[config.mk]
export PLATFORM = sky130hd
export DESIGN_NAME = iop_unit
export DESIGN_NICKNAME = d
export VERILOG_FILES = /design/src/rtl/iop_pkg.sv /design/src/rtl/iop_unit.sv
export SDC_FILE = /design/constraint.sdc
export NUM_CORES = 2
export LEC_CHECK = 0
export ABC_AREA = 1
export BUFFER_PORTS_ARGS = -buffer_cell sky130_fd_sc_hd__buf_2
export CELL_PAD_IN_SITES_DETAIL_PLACEMENT = 1
export CELL_PAD_IN_SITES_GLOBAL_PLACEMENT = 1
export CORE_UTILIZATION = 41
export CTS_CLUSTER_DIAMETER = 60
export CTS_CLUSTER_SIZE = 10
export DETAILED_ROUTE_END_ITERATION = 6
export HOLD_SLACK_MARGIN = 0.03
export PLACE_DENSITY_LB_ADDON = 0.08
export SLEW_MARGIN = 20
export SYNTH_ARGS = -nofsm -noshare
export SYNTH_HDL_FRONTEND = slang
export SYNTH_SLANG_ARGS = --single-unit
export TNS_END_PERCENT = 5
[constraint.sdc]
create_clock -name aclk -period 6.86 [get_ports aclk]
set_input_delay 1.372 -clock aclk [delete_from_list [all_inputs] [get_ports aclk]]
set_output_delay 1.372 -clock aclk [all_outputs]
set_load 0.005 [all_outputs]
[src/rtl/iop_pkg.sv]
// package: register map, field layout and constants of the port/clock-block unit
package iop_pkg;
    localparam int          NUM_PORTS     = 5;
    localparam int          NUM_CLKBLK    = 6;
    localparam int          CNT_W         = 16;
    localparam logic [31:0] PORT_W_0      = 32'd1;
    localparam logic [31:0] PORT_W_1      = 32'd4;
    localparam logic [31:0] PORT_W_2      = 32'd8;
    localparam logic [31:0] PORT_W_3      = 32'd16;
    localparam logic [31:0] PORT_W_4      = 32'd32;
    localparam int          REF_HZ        = 100000000;
    localparam int          SYS_HZ        = 40000000;
    // core clock is below the reference rate, so the reference divider is 1
    localparam logic [7:0]  REF_DIV       = 8'((SYS_HZ + REF_HZ - 1) / REF_HZ);
    // address map
    localparam logic [7:0]  A_CTRL        = 8'h00;
    localparam logic [7:0]  A_DOUT        = 8'h04;
    localparam logic [7:0]  A_DIN         = 8'h08;
    localparam logic [7:0]  A_COND        = 8'h0c;
    localparam logic [7:0]  A_TIME        = 8'h10;
    localparam logic [7:0]  A_CNT         = 8'h14;
    localparam logic [7:0]  A_TSTAMP      = 8'h18;
    localparam logic [7:0]  A_CBDIV       = 8'h1c;
    localparam logic [7:0]  A_IRQ_STAT    = 8'h20;
    localparam logic [7:0]  A_IRQ_EN      = 8'h24;
    localparam logic [7:0]  A_IRQ_CLR     = 8'h28;
    localparam logic [7:0]  A_SEL         = 8'h2c;
    // ctrl fields (per selected port)
    localparam int          C_EN          = 0;
    localparam int          C_OUT         = 1;
    localparam int          C_OC          = 2;
    localparam int          C_COND_EN     = 3;
    localparam int          C_TIMED       = 4;
    localparam int          C_STROBE      = 5;
    localparam int          C_CB_LO       = 8;
    localparam int          C_CB_W        = 3;
    localparam int          C_EXT_CLK     = 11;
    localparam logic [31:0] CTRL_RST      = 32'h0;
    localparam logic [1:0]  RESP_OK       = 2'b00;
    localparam logic [1:0]  RESP_SLVERR   = 2'b10;
    typedef enum logic [1:0] {
        IOP_IDLE = 2'b00,
        IOP_WAIT = 2'b01,
        IOP_DONE = 2'b10
    } iop_xfer_e;
endpackage

[src/rtl/iop_unit.sv]
// module: gpio ports with counters, timestamps, pin sharing and clock blocks
`timescale 1ns/10ps
// What this block does
// [RULE_01] ports of 1,4,8,16,32 bits; each port all-input or all-output
// [RULE_02] port drives pins or samples them, optionally waiting for a condition
// [RULE_03] a port register access completes in one bus cycle
// [RULE_04] open-collector per port: zero pulls low, one releases pin
// [RULE_05] data passes through a shift stage and a transfer register; input samples go from the pin synchronisers straight into xfer_ff
// [RULE_06] each port has a 16-bit counter timing transfers
// [RULE_07] counter readable any time; timed request waits for counter match
// [RULE_08] counter value saved as timestamp on each transfer
// [RULE_09] enabled link disables ports on shared pins; here link_en disables every port, shared pins or not
// [RULE_10] enabled narrower port takes shared pins from wider ports
// [RULE_11] unshared pins of wider port stay usable
// [RULE_12] port always transfers at full declared width
// [RULE_13] six clock blocks; block 0 is the reference clock
// [RULE_14] clock blocks 1..5 have a programmable divider
// [RULE_15] a clock block may take an external 1-bit clock and divide it
// [RULE_16] input ready strobe qualifies input; output ready strobe accompanies output
// [RULE_17] after reset every port uses clock block 0
// [RULE_18] pin events such as a met condition reach the owning core
// [RULE_19] counter counts active clock-block edges, wraps at 65536
module iop_unit
    import iop_pkg::*;
(
    input  wire logic        aclk,
    input  wire logic        aresetn,
    input  wire logic [31:0] s_axi_awaddr,
    input  wire logic        s_axi_awvalid,
    output logic             s_axi_awready,
    input  wire logic [31:0] s_axi_wdata,
    input  wire logic [3:0]  s_axi_wstrb,
    input  wire logic        s_axi_wvalid,
    output logic             s_axi_wready,
    output logic [1:0]       s_axi_bresp,
    output logic             s_axi_bvalid,
    input  wire logic        s_axi_bready,
    input  wire logic [31:0] s_axi_araddr,
    input  wire logic        s_axi_arvalid,
    output logic             s_axi_arready,
    output logic [31:0]      s_axi_rdata,
    output logic [1:0]       s_axi_rresp,
    output logic             s_axi_rvalid,
    input  wire logic        s_axi_rready,
    input  wire logic [31:0] pin_in,
    output logic [31:0]      pin_out,
    output logic [31:0]      pin_oe,
    input  wire logic        link_en,
    input  wire logic        ext_clk_pin,
    input  wire logic        input_ready_strobe,
    output logic             output_ready_strobe,
    output logic             irq
);
    // port k: bits [pbase(k)+width-1 : pbase(k)], all starting at pin 0 so narrower overlaps wider
    function automatic logic [31:0] pmask(input int k);
        case (k)
            0:       pmask = 32'h0000_0001;
            1:       pmask = 32'h0000_000f;
            2:       pmask = 32'h0000_00ff;
            3:       pmask = 32'h0000_ffff;
            default: pmask = 32'hffff_ffff;
        endcase
    endfunction

    // ********************************************************
    // input synchronisers
    // ********************************************************
    logic [31:0] pin_s1_ff, pin_s2_ff;
    logic [2:0]  ext_s_ff;
    logic [1:0]  rdy_s_ff;
    always_ff @(posedge aclk) begin
        pin_s1_ff <= pin_in;
        pin_s2_ff <= pin_s1_ff;
        ext_s_ff  <= {ext_s_ff[1:0], ext_clk_pin};
        rdy_s_ff  <= {rdy_s_ff[0], input_ready_strobe};
    end
    wire ext_rise = ext_s_ff[1] & ~ext_s_ff[2];

    // ********************************************************
    // register bus
    // ********************************************************
    logic [31:0] ctrl_ff [NUM_PORTS];
    logic [31:0] dout_ff [NUM_PORTS];
    logic [31:0] cond_ff [NUM_PORTS];
    logic [15:0] time_ff [NUM_PORTS];
    logic [7:0]  cbdiv_ff [NUM_CLKBLK];
    logic [2:0]  sel_ff;
    logic [4:0]  irq_en_ff;
    logic        aw_ff, w_ff;
    logic [7:0]  awa_ff;
    logic [31:0] wd_ff;
    wire         wr_go   = aw_ff & w_ff & ~s_axi_bvalid;
    wire [7:0]   wa      = awa_ff;
    wire         wr_ctrl = wr_go & (wa == A_CTRL);
    wire         wr_dout = wr_go & (wa == A_DOUT);
    wire         wr_clr  = wr_go & (wa == A_IRQ_CLR);
    wire         wr_map  = wa <= A_SEL && wa[1:0] == 2'b00;
    wire [2:0]   ps      = (sel_ff < 3'd5) ? sel_ff : 3'd0;
    assign s_axi_awready = ~aw_ff;
    assign s_axi_wready  = ~w_ff;
    always_ff @(posedge aclk) begin
        if (!aresetn) begin
            aw_ff        <= 1'b0;
            w_ff         <= 1'b0;
            awa_ff       <= 8'h00;
            wd_ff        <= 32'h0;
            s_axi_bvalid <= 1'b0;
            s_axi_bresp  <= RESP_OK;
        end else begin
            if (s_axi_awvalid && !aw_ff) begin
                aw_ff  <= 1'b1;
                awa_ff <= s_axi_awaddr[7:0] | {7'h0, |s_axi_awaddr[31:8]};
            end
            if (s_axi_wvalid && !w_ff) begin
                w_ff  <= 1'b1;
                wd_ff <= s_axi_wdata;
            end
            if (wr_go) begin // [RULE_03]
                aw_ff        <= 1'b0;
                w_ff         <= 1'b0;
                s_axi_bvalid <= 1'b1;
                s_axi_bresp  <= wr_map ? RESP_OK : RESP_SLVERR;
            end else if (s_axi_bready) begin
                s_axi_bvalid <= 1'b0;
            end
        end
    end

    // ********************************************************
    // clock blocks
    // ********************************************************
    logic [7:0]  cbcnt_ff [NUM_CLKBLK];
    logic [NUM_CLKBLK-1:0] cb_tick;
    genvar g;
    generate
        for (g = 0; g < NUM_CLKBLK; g++) begin : g_cb
            // block 0 ticks every core cycle (REF_DIV is 1); others may use the external pin
            wire src = (g == 0) ? 1'b1 : (cbdiv_ff[g][7] ? ext_rise : 1'b1); // [RULE_15]
            wire [7:0] lim = (g == 0) ? REF_DIV : {1'b0, cbdiv_ff[g][6:0]}; // [RULE_13]
            always_ff @(posedge aclk) begin
                if (!aresetn) begin
                    cbcnt_ff[g] <= 8'h00;
                    cbdiv_ff[g] <= 8'h00;
                end else begin
                    if (src) cbcnt_ff[g] <= (cbcnt_ff[g] + 8'd1 >= lim) ? 8'h00
                                            : cbcnt_ff[g] + 8'd1; // [RULE_14]
                    if (g != 0 && wr_go && wa == A_CBDIV && wd_ff[10:8] == 3'(g))
                        cbdiv_ff[g] <= wd_ff[7:0];
                end
            end
            assign cb_tick[g] = src & (cbcnt_ff[g] + 8'd1 >= lim);
        end
    endgenerate

    // ********************************************************
    // ports
    // ********************************************************
    logic [15:0] cnt_ff   [NUM_PORTS];
    logic [15:0] tstamp_ff[NUM_PORTS];
    logic [31:0] xfer_ff  [NUM_PORTS];
    logic [31:0] shreg_ff [NUM_PORTS];
    iop_xfer_e   st_ff    [NUM_PORTS];
    logic [4:0]  irq_stat_ff;
    logic [NUM_PORTS-1:0] ev;
    logic [NUM_PORTS-1:0] en;
    logic [31:0] owned [NUM_PORTS];
    logic [31:0] taken [NUM_PORTS];
    logic [NUM_PORTS-1:0] ors;
    generate
        for (g = 0; g < NUM_PORTS; g++) begin : g_port
            wire [2:0]  cbs  = ctrl_ff[g][C_CB_LO +: C_CB_W];
            wire        tick = cb_tick[(cbs < 3'd6) ? cbs : 3'd0];
            wire [31:0] m    = pmask(g);
            wire        outp = ctrl_ff[g][C_OUT]; // [RULE_01]
            wire        tmok = !ctrl_ff[g][C_TIMED] || cnt_ff[g] == time_ff[g]; // [RULE_07]
            wire        cdok = !ctrl_ff[g][C_COND_EN] || (pin_s2_ff & m) == (cond_ff[g] & m);
            wire        stok = !ctrl_ff[g][C_STROBE] || outp || rdy_s_ff[1]; // [RULE_16]
            wire        fire = (st_ff[g] == IOP_WAIT) & tick & tmok & cdok & stok;
            assign en[g] = ctrl_ff[g][C_EN] & ~link_en; // [RULE_09]
            if (g == 0) begin : g_own0
                assign taken[g] = 32'h0;
                assign owned[g] = m;
            end else begin : g_own
                // narrower enabled ports take shared pins; the rest stays here
                assign taken[g] = taken[g-1] | (en[g-1] ? pmask(g-1) : 32'h0);
                assign owned[g] = m & ~taken[g]; // [RULE_10] [RULE_11]
            end
            assign ev[g]  = fire & ctrl_ff[g][C_COND_EN]; // [RULE_18]
            assign ors[g] = fire & outp & ctrl_ff[g][C_STROBE];
            always_ff @(posedge aclk) begin
                if (!aresetn) begin
                    ctrl_ff[g]   <= CTRL_RST; // [RULE_17]
                    dout_ff[g]   <= 32'h0;
                    cond_ff[g]   <= 32'h0;
                    time_ff[g]   <= 16'h0;
                    cnt_ff[g]    <= 16'h0;
                    tstamp_ff[g] <= 16'h0;
                    xfer_ff[g]   <= 32'h0;
                    shreg_ff[g]  <= 32'h0;
                    st_ff[g]     <= IOP_IDLE;
                end else begin
                    if (tick) cnt_ff[g] <= cnt_ff[g] + 16'd1; // [RULE_06] [RULE_19]
                    if (wr_go && ps == 3'(g)) begin
                        if (wa == A_CTRL) ctrl_ff[g] <= wd_ff;
                        if (wa == A_COND) cond_ff[g] <= wd_ff;
                        if (wa == A_TIME) time_ff[g] <= wd_ff[15:0];
                    end
                    if (wr_dout && ps == 3'(g)) begin
                        xfer_ff[g] <= wd_ff & m; // [RULE_05] [RULE_12]
                        st_ff[g]   <= IOP_WAIT;
                    end else if (wr_ctrl && ps == 3'(g) && wd_ff[C_EN] && !wd_ff[C_OUT]) begin
                        st_ff[g] <= IOP_WAIT;
                    end else if (fire) begin
                        tstamp_ff[g] <= cnt_ff[g]; // [RULE_08]
                        if (outp) shreg_ff[g] <= xfer_ff[g]; // [RULE_05]
                        else xfer_ff[g] <= pin_s2_ff & m; // [RULE_02] [RULE_12]
                        st_ff[g] <= IOP_DONE;
                    end
                end
            end
        end
    endgenerate

    // ********************************************************
    // pin drive
    // ********************************************************
    always_comb begin
        pin_out = 32'h0;
        pin_oe  = 32'h0;
        for (int k = 0; k < NUM_PORTS; k++) begin
            if (en[k] && ctrl_ff[k][C_OUT]) begin
                for (int b = 0; b < 32; b++) begin
                    if (owned[k][b]) begin
                        pin_out[b] = ctrl_ff[k][C_OC] ? 1'b0 : shreg_ff[k][b]; // [RULE_04]
                        pin_oe[b]  = ctrl_ff[k][C_OC] ? ~shreg_ff[k][b] : 1'b1; // [RULE_04]
                    end
                end
            end
        end
    end
    always_ff @(posedge aclk) begin
        if (!aresetn) output_ready_strobe <= 1'b0;
        else output_ready_strobe <= |ors; // [RULE_16]
    end

    // ********************************************************
    // interrupts and read path
    // ********************************************************
    always_ff @(posedge aclk) begin
        if (!aresetn) begin
            irq_stat_ff <= 5'h0;
            irq_en_ff   <= 5'h0;
            sel_ff      <= 3'h0;
        end else begin
            // set wins over clear
            irq_stat_ff <= (irq_stat_ff & ~(wr_clr ? wd_ff[4:0] : 5'h0)) | ev; // [RULE_18]
            if (wr_go && wa == A_IRQ_EN) irq_en_ff <= wd_ff[4:0];
            if (wr_go && wa == A_SEL) sel_ff <= wd_ff[2:0];
        end
    end
    assign irq = |(irq_stat_ff & irq_en_ff); // [RULE_18]

    wire [7:0] ra = s_axi_araddr[7:0];
    wire       rok = s_axi_araddr[31:8] == 24'h0 && ra <= A_SEL && ra[1:0] == 2'b00;
    wire [31:0] rmux =
        (ra == A_CTRL)     ? ctrl_ff[ps] :
        (ra == A_DOUT)     ? {30'h0, st_ff[ps]} :
        (ra == A_DIN)      ? xfer_ff[ps] :
        (ra == A_COND)     ? cond_ff[ps] :
        (ra == A_TIME)     ? {16'h0, time_ff[ps]} :
        (ra == A_CNT)      ? {16'h0, cnt_ff[ps]} :
        (ra == A_TSTAMP)   ? {16'h0, tstamp_ff[ps]} :
        (ra == A_IRQ_STAT) ? {27'h0, irq_stat_ff} :
        (ra == A_IRQ_EN)   ? {27'h0, irq_en_ff} :
        (ra == A_SEL)      ? {29'h0, sel_ff} : 32'h0;
    assign s_axi_arready = ~s_axi_rvalid;
    always_ff @(posedge aclk) begin
        if (!aresetn) begin
            s_axi_rvalid <= 1'b0;
            s_axi_rdata  <= 32'h0;
            s_axi_rresp  <= RESP_OK;
        end else if (s_axi_arvalid && !s_axi_rvalid) begin
            s_axi_rvalid <= 1'b1; // [RULE_03] [RULE_07]
            s_axi_rdata  <= rok ? rmux : 32'h0;
            s_axi_rresp  <= rok ? RESP_OK : RESP_SLVERR;
        end else if (s_axi_rready) begin
            s_axi_rvalid <= 1'b0;
        end
    end

    // ********************************************************
    // checks
    // ********************************************************
    a_link_off: assert property (@(posedge aclk) disable iff (!aresetn) // [RULE_09]
        link_en |-> pin_oe == 32'h0) else $error("pins driven while link enabled");
    a_cnt_step: assert property (@(posedge aclk) disable iff (!aresetn) // [RULE_19]
        cb_tick[0] && ctrl_ff[0][C_CB_LO +: C_CB_W] == 3'd0 |=> cnt_ff[0] == $past(cnt_ff[0]) + 16'd1)
        else $error("port counter did not step");
    a_oc_high: assert property (@(posedge aclk) disable iff (!aresetn) // [RULE_04]
        en[0] && ctrl_ff[0][C_OUT] && ctrl_ff[0][C_OC] |-> pin_out[0] == 1'b0)
        else $error("open collector drove high");
    a_rd_answer: assert property (@(posedge aclk) disable iff (!aresetn) // [RULE_03]
        s_axi_arvalid && s_axi_arready |=> s_axi_rvalid) else $error("read answer late");
    a_wr_answer: assert property (@(posedge aclk) disable iff (!aresetn) // [RULE_03]
        wr_go |=> s_axi_bvalid) else $error("write answer late");
    a_irq_level: assert property (@(posedge aclk) disable iff (!aresetn) // [RULE_18]
        ev[1] && irq_en_ff[1] && !(wr_go && wa == A_IRQ_EN) |=> irq)
        else $error("event lost to irq");
    a_narrow_own: assert property (@(posedge aclk) disable iff (!aresetn) // [RULE_10]
        en[0] |-> owned[1][0] == 1'b0) else $error("wider port kept shared pin");
    a_tstamp_cap: assert property (@(posedge aclk) disable iff (!aresetn) // [RULE_08]
        st_ff[1] == IOP_WAIT ##1 st_ff[1] == IOP_DONE |-> tstamp_ff[1] == $past(cnt_ff[1]))
        else $error("timestamp not captured");
    a_strobe_wait: assert property (@(posedge aclk) disable iff (!aresetn) // [RULE_16]
        st_ff[1] == IOP_WAIT && ctrl_ff[1][C_STROBE] && !ctrl_ff[1][C_OUT] && !rdy_s_ff[1]
        |=> st_ff[1] != IOP_DONE) else $error("input taken without ready strobe");
    a_pin_own: assert property (@(posedge aclk) disable iff (!aresetn) // [RULE_10]
        en[0] && ctrl_ff[0][C_OUT] && !ctrl_ff[0][C_OC] |-> pin_out[0] == shreg_ff[0][0])
        else $error("narrow port lost its pin");
    a_wide_keep: assert property (@(posedge aclk) disable iff (!aresetn) // [RULE_11]
        en[0] && !en[1] && en[2] && ctrl_ff[2][C_OUT] && !ctrl_ff[2][C_OC]
        |-> pin_out[7:1] == shreg_ff[2][7:1]) else $error("wide port lost unshared pins");
    a_tmr_hold: assert property (@(posedge aclk) disable iff (!aresetn) // [RULE_07]
        st_ff[2] == IOP_WAIT && ctrl_ff[2][C_TIMED] && cnt_ff[2] != time_ff[2]
        |=> st_ff[2] != IOP_DONE) else $error("timed transfer before counter match");
    a_cond_hold: assert property (@(posedge aclk) disable iff (!aresetn) // [RULE_02]
        st_ff[1] == IOP_WAIT && ctrl_ff[1][C_COND_EN] && pin_s2_ff[3:0] != cond_ff[1][3:0]
        |=> st_ff[1] != IOP_DONE) else $error("sample taken before condition met");
    a_xfer_width: assert property (@(posedge aclk) disable iff (!aresetn) // [RULE_05] [RULE_12]
        st_ff[1] == IOP_WAIT && !ctrl_ff[1][C_OUT] ##1 st_ff[1] == IOP_DONE
        |-> xfer_ff[1] == ($past(pin_s2_ff) & 32'h0000_000f)) else $error("sample width wrong");
    a_cb_ext: assert property (@(posedge aclk) disable iff (!aresetn) // [RULE_15]
        cbdiv_ff[1][7] && !ext_rise |-> !cb_tick[1])
        else $error("external clock block ticked without an edge");
    a_oc_release: assert property (@(posedge aclk) disable iff (!aresetn) // [RULE_04]
        en[0] && ctrl_ff[0][C_OUT] && ctrl_ff[0][C_OC] && shreg_ff[0][0] |-> !pin_oe[0])
        else $error("open collector did not release");
    a_ors_pulse: assert property (@(posedge aclk) disable iff (!aresetn) // [RULE_16]
        ors[2] |=> output_ready_strobe)
        else $error("output ready strobe missing");
    a_oe_input: assert property (@(posedge aclk) disable iff (!aresetn) // [RULE_01]
        en[0] && !ctrl_ff[0][C_OUT] |-> !pin_oe[0])
        else $error("input port pin driven");
endmodule

# Yosys cells after proc, flatten, opt, wreduce, memory -nomap -nowiden
# Memories as Yosys holds them, arrays and structs flattened.
# Cells that the tools add are included.
# word_totals
regBits	163
memories	10
input_bits	142
ramBits	986
# mem_list
memory	words	width	rd	rd_clocked_by_memory_dff	wr	line	rtl
cond_ff	5	32	6	0	5	iop_unit.sv:84	logic [31:0] cond_ff [NUM_PORTS];
ctrl_ff	5	32	6	0	5	iop_unit.sv:82	logic [31:0] ctrl_ff [NUM_PORTS];
shreg_ff	5	32	5	0	5	iop_unit.sv:161	logic [31:0] shreg_ff [NUM_PORTS];
xfer_ff	5	32	6	0	5	iop_unit.sv:160	logic [31:0] xfer_ff [NUM_PORTS];
cnt_ff	5	16	6	0	5	iop_unit.sv:158	logic [15:0] cnt_ff [NUM_PORTS];
time_ff	5	16	6	0	5	iop_unit.sv:85	logic [15:0] time_ff [NUM_PORTS];
+4 memories	--	--	--	--	--	--	
# classes
bitwise	197
n_reduce_logical	95
n_lt_le_gt_ge	19
add_sub_neg	11
n_eq_ne	40
muxes	583
# ops
operator	n
two-way mux 32 bit	32
two-way mux 1 bit	475
two-way mux 16 bit	21
two-way mux 8 bit	20
equality test 16 bit	6
adder 16 x 1 -> 16 bit, second input constant	5
NOT 1 bit	68
OR 1 bit	66
bitwise AND 1 bit	51
adder 8 x 1 -> 8 bit, second input constant	6
equality test 8 x 6 -> 1 bit, second input constant	6
logical AND 1 bit	44
equality test 8 x 5 -> 1 bit, second input constant	5
>= comparator 8 x 7 -> 1 bit	5
two-way mux 2 bit	17
equality test 32 bit	1
NOT 16 -> 32 bit	1
equality test 8 x 4 -> 1 bit, second input constant	3
logical NOT 24 bit	1
OR reduction 24 bit	1
two-way mux 3 bit	7
logical OR 1 bit	20
< comparator 3 x 4 -> 1 bit, second input constant	5
logical NOT 1 bit	19
30 further kinds	60

# Longest topological paths before layout
# depth
ltp_word	16
ltp_mapped	23
mapped_depth_nobuf	23

# Worst setup path after synthesis
# OpenSTA, ideal clock, no wires.
# synth_path
path_kind	register to register
from	memory cbcnt_ff[1][0]
to	memory shreg_ff[4][0], enable pin
t_arrival_ns	4.476
setup_time_ns	0.466
required_time_ns	6.394
slack_ns	1.918
period_less_slack_ns	4.942
stages_incl_launch_ff	18
cell_sequence	edfxtp_1 -> ha_1 -> nand2_1 -> inv_1 -> nand4_1 -> xor2_1 -> inv_1 -> ha_1 -> inv_1 -> o211ai_2 -> inv_2 -> nand3_2 -> nand3_2 -> a21oi_2 -> nand2_2 -> nand2_4 -> nand3_1 -> o21ai_0
# synth_rtl
element	line	rtl
start: declaration	iop_unit.sv:132	logic [7:0] cbcnt_ff [NUM_CLKBLK];
end: declaration	iop_unit.sv:161	

# Worst setup path after layout
# layout_path
from	input port link_en
to	output port pin_out[15]
# layout_via
elab_chain_len	7
word_cells_on_any_way	11
# layout_lines
element	line	rtl
start: declaration	iop_unit.sv:48	input wire logic link_en,
NOT 1 bit *	iop_unit.sv:179	assign en[g] = ctrl_ff[g][C_EN] & ~link_en;
bitwise AND 1 bit	iop_unit.sv:179	
two-way mux 16 bit	iop_unit.sv:185	assign taken[g] = taken[g-1] | (en[g-1] ? pmask(g-1) : 32'h0);
OR 8 x 16 -> 16 bit	iop_unit.sv:185	
NOT 16 -> 32 bit	iop_unit.sv:186	assign owned[g] = m & ~taken[g];
two-way mux 1 bit	iop_unit.sv:233	if (owned[k][b]) begin
two-way mux 32 bit *	iop_unit.sv:231	if (en[k] && ctrl_ff[k][C_OUT]) begin
end: declaration	iop_unit.sv:46	output logic [31:0] pin_out,
# Mark *: on every way between the ends. The rest lies on a longest branch, timed or not.

==> results.py <==
metrics = {
    "timing": {
        "timing.max_slew.rel_slack_pct": 18.4,
        "report.final.slew_viol_count": 0,
        "rsz0062_at_grt": "false",
        "min_period_ns": 5.05,
        "tightest_slew_ns": 1.22,
        "finalWorstSetupSlack_ns": 1.81,
        "final-setup-viol-count": 0,
        "timing.setup.tns_ns": 0,
        "fmax_mhz": 198,
        "min_period_over_period_pct": 73.6,
        "clock_skew_ns": 0.0334,
        "finalHoldViolations": 0,
    },
    "run_status": {
        "result_of_the_run": "complete, no violations",
    },
    "power": {
        "peakVddDrop_mv": 0.212,
        "report.power.total_w": 0.0134,
        "p_leak_nw": 20.1,
        "power_per_cell_area_nw_per_um2": 259,
    },
    "floorplanning": {
        "chipWidth_um": 336,
        "placement_rows": 121,
        "placeableCoreArea_um2": 110000,
        "initial_core_util_pct": 41.6,
        "die_height_um": 336,
        "io_pins": 249,
        "floorplan.die_area_um2": 113000,
    },
    "setup_path": {
        "r2r-start": "cbcnt_ff[1][0]",
        "setup.worst_path.class": "primary input to output port",
        "reg2reg_setup_slack_ns": 2.41,
        "ff2ff_path_depth": 20,
        "timing.critical_path.fanout_max": 9,
        "worst_r2r_endpoint": "xfer_ff[4][16]",
        "timing.critical_path.required_ns": 5.49,
        "endpoint_kind_of_the_worst_setup_timing_path": "output port",
        "setup.worst_path.start_class": "primary input",
        "critPathArrivalTime_ns": 3.68,
    },
    "drt": {
        "drtPass1Iterations": 5,
        "detail_route.iter0.violations": 4303,
        "drt-wirelength-per-cell_um": 25.9,
        "post-route-drc-count": 0,
        "ant_nets": 0,
        "drt-vias-per-instance": 5.65,
        "routed-via-count": 37900,
        "wl_um": 174000,
    },
    "clock_tree": {
        "numCtsBuffers": 114,
        "numClockSinks": 941,
        "cts_htree_levels": 3,
        "cts.reportedPaths.clkPinSlew_ns": 0.06,
        "clockRootBuffer": "sky130_fd_sc_hd__clkbuf_16",
        "postCtsHoldBufs": 0,
        "cts_setup_buffers": 0,
        "cts-resized-gates": 0,
        "worst_skew_pair.late_latency_ns": 0.73,
        "clockBufferDepth": 3,
        "tritoncts": "yes",
    },
    "global_routing": {
        "globalRouteTotalUtil_pct": 30.6,
        "antenna_violations_before_repair": 6,
        "global_route.peak_usage_layer": "met1",
        "grt_max_degree": 117,
        "grt_first_pass_wirelength_um": 251000,
        "grt_util_met3_pct": 6.63,
        "grtUsageMet2_pct": 43.7,
        "grt.overflow.total": 0,
        "global_routing_met1_resource_utilization_pct": 46.8,
        "grt_pass1_vias": 36700,
    },
    "min_path": {
        "hold_path.startpoint": "ext_s_ff[0]",
        "hold_path_end": "ext_s_ff[1]",
        "holdCritPathClass": "register to register",
        "timing.hold.worst_path_depth": 0,
    },
    "cells_and_area": {
        "layout.cell_area.non_filler_um2": 51800,
        "sequential_cell_area_um2": 26600,
        "drive_gt1_share_pct": 11.4,
        "multi_input_comb_area_um2": 16200,
        "finalNetCount": 5329,
        "fillCellCount": 12700,
        "layout-area-overhead-vs-synth_pct": 13.5,
    },
    "synth": {
        "synthesis.area_per_instance_um2": 9.19,
        "edff_count_synth": 772,
        "post_synth_num_cell_types": 61,
        "yosys_warnings": 0,
        "postSynth.topFlopCell": "sky130_fd_sc_hd__edfxtp_1",
        "postSynthRegisterBits": 941,
        "async_s_r_ff_share_synth_pct": 0,
        "synth_area_leader_cell": "sky130_fd_sc_hd__edfxtp_1",
        "post_synth_instance_area_um2": 45600,
        "synth_top_cells_by_area": "sky130_fd_sc_hd__edfxtp_1, sky130_fd_sc_hd__nor2_1, sky130_fd_sc_hd__dfxtp_1, sky130_fd_sc_hd__nand2_1, sky130_fd_sc_hd__o21ai_0",
        "syn-instance-count": 4963,
        "synth_largest_type_area_fraction_pct": 50.8,
        "synth_seq_area_share_pct": 58.2,
    },
    "placed_design": {
        "dp.final_hpwl_um": 122000,
        "gp_congestion": 0.929,
        "numPortBuffers": 242,
        "post_dp_cell_area_um2": 48200,
        "dp_worst_setup_slack_ns": 1.77,
    },
    "job": {
        "cap_violations": 0,
    },
}
worst max-delay path by stage:
stage / cells after the start / slack [ns] / from / to
2_1_floorplan: 17 / 1.92 / cbcnt_ff[1][0] / shreg_ff[4][0]
3_3_place_gp: 9 / 1.77 / link_en / pin_out[15]
3_5_place_dp: 9 / 1.77 / link_en / pin_out[15]
4_1_cts: 5 / 1.60 / ctrl_ff[4][2] / pin_out[3]
5_1_grt: 9 / 1.57 / link_en / pin_out[15]
6_report: 9 / 1.81 / link_en / pin_out[15]
critical path: stages:
cell,delay (ns)
sky130_fd_sc_hd__buf_2,0.13
sky130_fd_sc_hd__nor2_1,0.10
sky130_fd_sc_hd__inv_1,0.04
sky130_fd_sc_hd__nor2_1,0.43
sky130_fd_sc_hd__inv_1,0.20
sky130_fd_sc_hd__nor2_1,0.51
sky130_fd_sc_hd__inv_1,0.29
sky130_fd_sc_hd__o21ai_0,0.41
sky130_fd_sc_hd__buf_2,0.19
final cells by class:
| cell class | instances | area share, % |
|---|---|---|
| sequential | 941 | 51.3 |
| multi-input combinational | 3282 | 31.3 |
| clock buffer | 181 | 6.30 |
| tap | 1476 | 3.57 |
| inverter | 486 | 3.53 |
| timing repair buffer | 314 | 3.47 |
| clock inverter | 25 | 0.539 |
| antenna | 3 | 0.0145 |
report_power, final:
part           total (W)  switching (W)  internal [W]  leakage [nW]
Combinational   0.000943       0.000700      0.000243          8.87
Clock            0.00584        0.00251       0.00334          1.70
Sequential       0.00664       0.000204       0.00643          9.50
flip-flops by register name, indices dropped and copies added (netlist names), 10 cells and up:
| signal | flops |
|---|---|
| cbdiv_ff | 40 |
| cond_ff | 160 |
| ctrl_ff | 160 |
| pin_s2_ff | 32 |
| st_ff | 10 |
| s_axi_rdata | 32 |
| pin_s1_ff | 32 |
| time_ff | 80 |
| cbcnt_ff | 48 |
| cnt_ff | 80 |
| xfer_ff | 61 |
| shreg_ff | 61 |
| wd_ff | 32 |
| tstamp_ff | 80 |
Yosys cell counts, drive strengths merged, types with 3 or more instances:
cell and number:
nor4 21, nand3b 3, o21a 15, o221ai 48, inv 471, edfxtp 772, dfxtp 169, xnor2 64
a21boi 3, nand4 51, buf 82, clkinv 15, ha 48, o31ai 5, a32oi 11, o22ai 8
o21bai 3, nand3 257, nor3b 19, a221oi 4, clkbuf 184, a21oi 298, o21ai 369, a31oi 17
or2 28, a211oi 22, xor2 69, o2111ai 7, nor3 66, nand2 815, nor2 954, o211ai 49
cell families (layout without fill, tap and decap cells):
logic type / Yosys count / in the layout / share of synthesized area (%)
compound gates: 870 / 870 / 10.8
xor+xnor: 133 / 133 / 2.55
fa+ha+maj: 48 / 48 / 1.32
buf+inv: 752 / 1006 / 6.54
flops: 941 / 941 / 58.2
other cells: 1 / 16 / 0.00822
simple gates: 2218 / 2218 / 20.5
routing by layer:
layer	part of all wire [%]	wire (um)	vias to the layer above
li1	-	-	17100
met1	46	80200	18900
met2	41	71800	1711
met3	11	18400	202
met4	2.0	3510	4
met5	0.016	28	-
cells in the final DEF, fill, tap and decap left out, types with 50 or more instances in the layout:
cell type / instances
sky130_fd_sc_hd__inv_1: 454
sky130_fd_sc_hd__xor2_1: 69
sky130_fd_sc_hd__clkbuf_16: 121
sky130_fd_sc_hd__nand3_1: 245
sky130_fd_sc_hd__nand2_1: 795
sky130_fd_sc_hd__a21oi_1: 296
sky130_fd_sc_hd__nor2_1: 902
sky130_fd_sc_hd__buf_4: 69
sky130_fd_sc_hd__nor3_1: 63
sky130_fd_sc_hd__buf_2: 241
sky130_fd_sc_hd__nand4_1: 50
sky130_fd_sc_hd__xnor2_1: 64
sky130_fd_sc_hd__edfxtp_1: 772
sky130_fd_sc_hd__clkbuf_1: 59
sky130_fd_sc_hd__dfxtp_1: 169
sky130_fd_sc_hd__o21ai_0: 351
per-stage QoR:
step,util [%],cells,hold WS (ns)
floorplan,-,4975,0.310
global placement,44.0,6498,0.310
CTS,47.2,6704,0.318
finish,47.2,6708,0.314
global route,47.2,6705,0.318
detailed placement,44.0,6498,0.313
Power figures use the tool's default switching activity.
